### config.mk
export PLATFORM = sky130hd
export DESIGN_NAME = dic_top
export DESIGN_NICKNAME = d
export VERILOG_FILES = /design/src/hdl/dic_pkg.sv /design/src/hdl/dic_tick_if.sv /design/src/hdl/dic_top.sv /design/src/hdl/dic_chan.sv
export SDC_FILE = /design/constraint.sdc
export NUM_CORES = 1
export LEC_CHECK = 0
export ABC_CLOCK_PERIOD_IN_PS = 5000
export BUFFER_PORTS_ARGS = -buffer_cell sky130_fd_sc_hd__buf_2
export CAP_MARGIN = 20
export CORE_UTILIZATION = 50
export CTS_CLUSTER_DIAMETER = 150
export DETAILED_ROUTE_END_ITERATION = 10
export PLACE_DENSITY_LB_ADDON = 0.08
export SLEW_MARGIN = 20
export SYNTH_ARGS = -nofsm -noshare
export SYNTH_HDL_FRONTEND = slang
export SYNTH_SLANG_ARGS = --single-unit
export TNS_END_PERCENT = 20
### constraint.sdc
create_clock -name clk -period 5 [get_ports clk]
set_input_delay 0.75 -clock clk [delete_from_list [all_inputs] [get_ports clk]]
set_output_delay 0.75 -clock clk [all_outputs]
set_load 0.05 [all_outputs]
### src/hdl/dic_pkg.sv
// Purpose: Shared constants and types for the digital input conditioner.
// Assumes: 50 MHz system clock.
// Notes: Times are kept in their own unit; cycle counts derive from them.
package dic_pkg;
  localparam int unsigned DIC_CLK_HZ = 50_000_000;
  localparam int unsigned DIC_SCAN_MS = 5;
  localparam int unsigned DIC_STEP_US = 1000;
  localparam int unsigned DIC_AC_HOLD_MS = 30;
  localparam int unsigned DIC_SCAN_CYC = DIC_CLK_HZ / 1000 * DIC_SCAN_MS;
  localparam int unsigned DIC_STEP_CYC = DIC_CLK_HZ / 1_000_000 * DIC_STEP_US;
  localparam int unsigned DIC_AC_HOLD_STEPS = DIC_AC_HOLD_MS * 1000 / DIC_STEP_US;
  localparam int unsigned DIC_DELAY_W = 21;
  localparam logic [DIC_DELAY_W-1:0] DIC_DELAY_MAX = 21'h1b7740;
  localparam logic [DIC_DELAY_W-1:0] DIC_DELAY_RST = 21'h000000;
  localparam logic DIC_POL_NO = 1'b0;
  localparam logic DIC_AC_RST = 1'b0;
  typedef logic [DIC_DELAY_W-1:0] dic_delay_t;
  typedef enum logic [1:0] {
    DIC_IDLE = 2'b00,
    DIC_RISE = 2'b01,
    DIC_FALL = 2'b10
  } dic_state_t;
endpackage

### src/hdl/dic_tick_if.sv
// Purpose: Carries the shared timebase enables to the channel qualifier.
// Assumes: Driven by the top, one clock domain.
// Notes: Both enables are one-cycle pulses.
`timescale 1ns/1ps
interface dic_tick_if;
  logic scan_tick;
  logic step_tick;
  modport src (output scan_tick, output step_tick);
  modport dst (input scan_tick, input step_tick);
endinterface

### src/hdl/dic_top.sv
// Purpose: Digital input conditioner: scan, polarity, delays, routing.
// Assumes: Field inputs are asynchronous; settings are static-ish levels.
// Notes: Internal and output views are re-registered on scan ticks.
`timescale 1ns/1ps
// Operation
// - Sample every input once per 5 ms scan.
// - Per-channel polarity, normally open by default.
// - Rising change waits the activation delay.
// - Falling change waits the drop-off delay.
// - AC option adds 30 ms before deactivation.
// - Internal consumers see one more scan.
// - Direct output route adds one more scan.
module dic_top
  import dic_pkg::*;
#(
  parameter int unsigned CHANNELS = 8,
  parameter int unsigned SCAN_CYC = DIC_SCAN_CYC,
  parameter int unsigned STEP_CYC = DIC_STEP_CYC
) (
  input wire logic clk,
  input wire logic sys_rst,
  input wire logic [CHANNELS-1:0] digital_input_channel,
  input wire logic [CHANNELS-1:0] polarity_closed,
  input wire logic [CHANNELS-1:0] alternating_supply_hold,
  input wire logic [CHANNELS*DIC_DELAY_W-1:0] pickup_delay,
  input wire logic [CHANNELS*DIC_DELAY_W-1:0] dropoff_delay,
  output logic [CHANNELS-1:0] input_status,
  output logic [CHANNELS-1:0] logic_status,
  output logic [CHANNELS-1:0] digital_output_channels
);
  localparam int SCW = $clog2(SCAN_CYC);
  localparam int STW = $clog2(STEP_CYC);
  dic_tick_if tick ();
  logic [CHANNELS-1:0] sync_a;
  logic [CHANNELS-1:0] sync_b;
  logic [CHANNELS-1:0] qual;
  logic [CHANNELS-1:0] logic_stage;
  logic [SCW-1:0] scan_cnt;
  logic [STW-1:0] step_cnt;
  logic scan_pulse;
  logic step_pulse;
  wire logic scan_wrap = scan_cnt == SCW'(SCAN_CYC - 1);
  wire logic step_wrap = step_cnt == STW'(STEP_CYC - 1);
  // Polarity: energized reads 1 when open, 0 when closed
  wire logic [CHANNELS-1:0] polar = sync_b ^ polarity_closed;

  assign tick.scan_tick = scan_pulse;
  assign tick.step_tick = step_pulse;

  ////////////////////////////////////////////////////////////////////
  // Scan and step dividers
  always_ff @(posedge clk) begin
    if (sys_rst) begin
      scan_cnt <= '0;
      step_cnt <= '0;
      scan_pulse <= 1'b0;
      step_pulse <= 1'b0;
    end else begin
      scan_cnt <= scan_wrap ? '0 : scan_cnt + 1'b1;
      step_cnt <= step_wrap ? '0 : step_cnt + 1'b1;
      scan_pulse <= scan_wrap;
      step_pulse <= step_wrap;
    end
  end

  ////////////////////////////////////////////////////////////////////
  // Pin synchroniser
  always_ff @(posedge clk) begin
    if (sys_rst) begin
      sync_a <= '0;
      sync_b <= '0;
    end else begin
      sync_a <= digital_input_channel;
      sync_b <= sync_a;
    end
  end

  ////////////////////////////////////////////////////////////////////
  // Channel qualifiers
  for (genvar i = 0; i < CHANNELS; i++) begin : g_chan
    dic_chan u_chan (
      .clk(clk),
      .sys_rst(sys_rst),
      .tick(tick.dst),
      .raw_state(polar[i]),
      .pickup_delay(pickup_delay[i*DIC_DELAY_W +: DIC_DELAY_W]),
      .dropoff_delay(dropoff_delay[i*DIC_DELAY_W +: DIC_DELAY_W]),
      .alternating_supply_hold(alternating_supply_hold[i]),
      .qual_state(qual[i])
    );
  end

  ////////////////////////////////////////////////////////////////////
  // Per-clock status register and scan-cycle pipeline to consumers and outputs
  always_ff @(posedge clk) begin
    if (sys_rst) begin
      input_status <= '0;
      logic_stage <= '0;
      logic_status <= '0;
      digital_output_channels <= '0;
    end else begin
      input_status <= qual;
      if (scan_pulse) begin
        logic_stage <= qual;
        logic_status <= qual;
        digital_output_channels <= logic_stage;
      end
    end
  end
endmodule // dic_top

### src/hdl/dic_chan.sv
// Purpose: Qualifies one digital input channel with pick-up and drop-off delays.
// Assumes: Input is already synchronised and polarity applied.
// Notes: Delays count in 1 ms steps; AC hold extends the drop-off.
`timescale 1ns/1ps
module dic_chan
  import dic_pkg::*;
(
  input wire logic clk,
  input wire logic sys_rst,
  dic_tick_if.dst tick,
  input wire logic raw_state,
  input wire dic_pkg::dic_delay_t pickup_delay,
  input wire dic_pkg::dic_delay_t dropoff_delay,
  input wire logic alternating_supply_hold,
  output logic qual_state
);
  dic_state_t state;
  dic_delay_t count;
  logic [DIC_DELAY_W:0] drop_total;
  logic sampled;
  wire logic differs = sampled != qual_state;
  wire logic rise_done = (count >= pickup_delay);
  wire logic fall_done = ({1'b0, count} >= drop_total);

  // Total drop-off including the AC hold
  always_comb begin
    drop_total = {1'b0, dropoff_delay};
    if (alternating_supply_hold) begin
      drop_total = {1'b0, dropoff_delay} + (DIC_DELAY_W+1)'(DIC_AC_HOLD_STEPS);
    end
  end

  ////////////////////////////////////////////////////////////////////
  // Scan sampling and delay qualification
  always_ff @(posedge clk) begin
    if (sys_rst) begin
      sampled <= 1'b0;
      qual_state <= 1'b0;
      count <= DIC_DELAY_RST;
      state <= DIC_IDLE;
    end else begin
      if (tick.scan_tick) begin
        sampled <= raw_state;
      end
      case (state)
        DIC_IDLE: begin
          count <= DIC_DELAY_RST;
          if (differs) begin
            state <= qual_state ? DIC_FALL : DIC_RISE;
          end
        end
        DIC_RISE: begin
          if (!differs) begin
            state <= DIC_IDLE;
            count <= DIC_DELAY_RST;
          end else if (rise_done) begin
            qual_state <= 1'b1;
            state <= DIC_IDLE;
          end else if (tick.step_tick) begin
            count <= count + 1'b1;
          end
        end
        DIC_FALL: begin
          if (!differs) begin
            state <= DIC_IDLE;
            count <= DIC_DELAY_RST;
          end else if (fall_done) begin
            qual_state <= 1'b0;
            state <= DIC_IDLE;
          end else if (tick.step_tick) begin
            count <= count + 1'b1;
          end
        end
        default: begin
          state <= DIC_IDLE;
        end
      endcase
    end
  end
endmodule // dic_chan

==> flow_summary.ini <==
[yosys]
avgSynthCellArea_um2 = 7.739
synthTopCellsByCount = ha_1 (386), dfxtp_1 (276), inv_1 (276)
netlist_area_mm2 = 0.02470
yosys_warnings = 0
yosysUniqueCellTypes = 84
synth_seq_area_share_pct = 22.37
netlist_instances = 3191
syn-num-nets = 3939
synthTopCellsByArea = dfxtp_1 (22%), ha_1 (20%), inv_1 (4.2%), xor2_1 (4.0%), nand2_1 (4.0%)
async_reset_ff_share_pct = 0
synthFlopType = dfxtp_1
synth_edf_count = 0
synth_top_area_share_pct = 22.37
synth_area_leader_cell = dfxtp_1
ys_ff_latch = 276
yosysMostFrequentCell = ha_1

[min_path]
whs_endpoint = sync_a[4]
hold_depth = 2
min_path_type = in2reg
min-delay-start = digital_input_channel[4]

[sta]
min_period_over_period_pct = 84.56
tightest_slew_ps = 1053
final.min_clock_period_ps = 4228
skew_ps = 18.04
max_slew_margin_pct = 29.51
tns_ps = 0
rsz0062_at_grt = no
fmax_mhz = 236.5
drv_slew = 0
setup_viol = 0
whs_ps = 364.0
report.final.hold_viol_count = 0

[critical_path]
arrival_ps = 4700
cp_num_buf_inv = 2
reg2reg_slack_ps = 1510
slowest_stage = or4_1
max_stage_delay_ps = 590
cp_cell_sequence = buf_2, inv_1, ha_1, or3b_2, nand4_1, nor2_1, xnor2_1, ha_1, a21oi_1, o221ai_1, a31o_2, or4_1, a22o_4, nor3_4, nand3_4, o41ai_1
critPathMostFrequentCell = ha_1
crit_fanout = 19
critPathKind = in2reg
reg2reg_depth = 10
critPathCaptureType = flip-flop
worst-path-stages = 16
worst_setup_path_start_kind = input port
crit_family = simple AND/OR/NAND/NOR gates
crit_required_ps = 5470
timing.rr.end = g_chan[0].u_chan.count[8]
r2r-start = g_chan[0].u_chan.count[6]

[routing]
drc_errors = 0
first_pass_iters = 7
drt_iter0_markers = 1407
route.met2.wl_mm = 32.49
viasPerCell = 5.838
top_layer = met5
ant_nets = 0
wl_per_cell_um = 16.19
dr_total_vias = 24701
met3_length_mm = 3.749
drt-met1-wl_mm = 31.11
wl_mm = 68.52

[clock_network]
cts_resized = 0
ctsHoldBuffers = 0
postCtsSetupBuffers = 0
cts_max_path_buffers = 3
clock-sinks = 276
numCtsBuffers = 31
path_clk_slew_ps = 60
clockRootBuffer = clkbuf_16
htreeDepth = 1
clk_latency_ps = 600
cts_tree = yes

[die]
initial_core_util_pct = 50.56
num_rows = 81
core_area_mm2 = 0.04885
die-area_mm2 = 0.05029
die_h_um = 224.2
fp.dieW_um = 224.2
top_level_ports = 386

[power]
p_per_area_mw_per_mm2 = 194.1
leakagePower_uw = 0.01279
peakVddDrop_mv = 0.2286

[global_route]
grt_usage_pct = 26.53
overflow = 0
antenna_found_initial = 6
grt_first_pass_wirelength_mm = 112.6
grt_pass1_vias = 23443
grt_max_degree = 57

[layout]
area_growth_syn_to_layout_pct = 14.74
layout.nets = 4288
drive_gt1_share_pct = 14.11
nFillCells = 4666

[place]
io_buffer_count = 385
gp_congestion = 0.8824
hpwl_mm = 53.61

[outcome]
status = finished, final reports clean

[flow_run]
cap_violations = 0
-- how the worst max path moves through the flow --
stage	start	end	slack, ps
final	dropoff_delay[85]	g_chan[4].u_chan.count[14]	770
after global routing	dropoff_delay[85]	g_chan[4].u_chan.count[14]	500
after CTS	dropoff_delay[85]	g_chan[4].u_chan.count[14]	800
after detailed placement	dropoff_delay[85]	g_chan[4].u_chan.count[10]	190
after global placement	dropoff_delay[85]	g_chan[4].u_chan.count[6]	340
after floorplan	dropoff_delay[85]	g_chan[4].u_chan.count[12]	810
-- logic make-up after synthesis --
kind of cell / Yosys count / synth area share (%)
DFF: 276 / 22.37
muxes: 22 / 0.9069
AOI/OAI and AO/OA: 770 / 20.32
buffers and inverters: 365 / 5.619
and+or+nand+nor: 1183 / 24.52
xor gates and xnor gates: 189 / 6.703
adders and majority gates: 386 / 19.56
-- sequential cells by signal, indices dropped and copies added (netlist names), 16 cells and up --
name                 cells
g_chan.u_chan.count    168
scan_cnt                18
g_chan.u_chan.state     16
step_cnt                16
-- through the flow --
step                power (µW)  cell area, µm²  util [%]  instances  setup slack [ps]
finish                    5501           28340     58.01       4231             771.9
global route              5759           28330     58.00       4229             500.9
CTS                       5552           28330     57.99       4229             802.5
detailed placement        3166           27260     55.81       4171             189.7
global placement          3130           27260     55.81       4171             338.8
floorplan                 2825           24700         -       3191             807.8
-- power breakdown --
| part | internal (µW) | switching, µW | leakage [µW] |
|---|---|---|---|
| logic | 360 | 493 | 0.0100 |
| clock network | 1410 | 966 | 0.000530 |
| registers | 2240 | 34.0 | 0.00223 |
-- cell type report --
type                       count  area [µm²]  area share [%]
multi-input combinational   2550       17790           62.76
sequential                   276        5528           19.51
timing repair buffer         405        2083           7.352
inverter                     276        1036           3.656
clock buffer                  50       957.2           3.378
tap                          664       830.8           2.932
clock inverter                 8       111.4          0.3930
antenna                        2       5.005         0.01766
-- cells in the final DEF (no fill, tap or decap), types with 20 or more instances in the layout --
master     count
nor3_1        47
or4_1         20
inv_1        275
or3_1         28
o211ai_1      39
nand2_1      262
buf_2        384
ha_1         386
nor2b_1       48
and3_1        83
a31oi_1       65
and2_1        23
xor2_1       113
a21oi_1      177
o21ai_0      181
nand3_1      177
and4_1        31
nand2b_1      21
dfxtp_1      274
a21o_1        49
o31ai_1       61
xnor2_1       76
clkbuf_16     31
nor2_1       247
buf_4         20
nand4_1      121
a211oi_1      33
-- metal layers --
metal / vias up / track usage [%]
li1: 12433 / -
met1: 11547 / 34.69
met3: 94 / 3.736
met2: 619 / 46.25
met4: 8 / 5.508
met5: - / 0
-- worst register-to-register path: cells and delay by family, from the launching register on --
family	cells	cell delay, ps
compound gates	6	1790
simple gates	2	580
flops	1	500
fa+ha+maj	1	310
buf+inv	1	230
No activity file was read; power rests on OpenSTA's default activity.
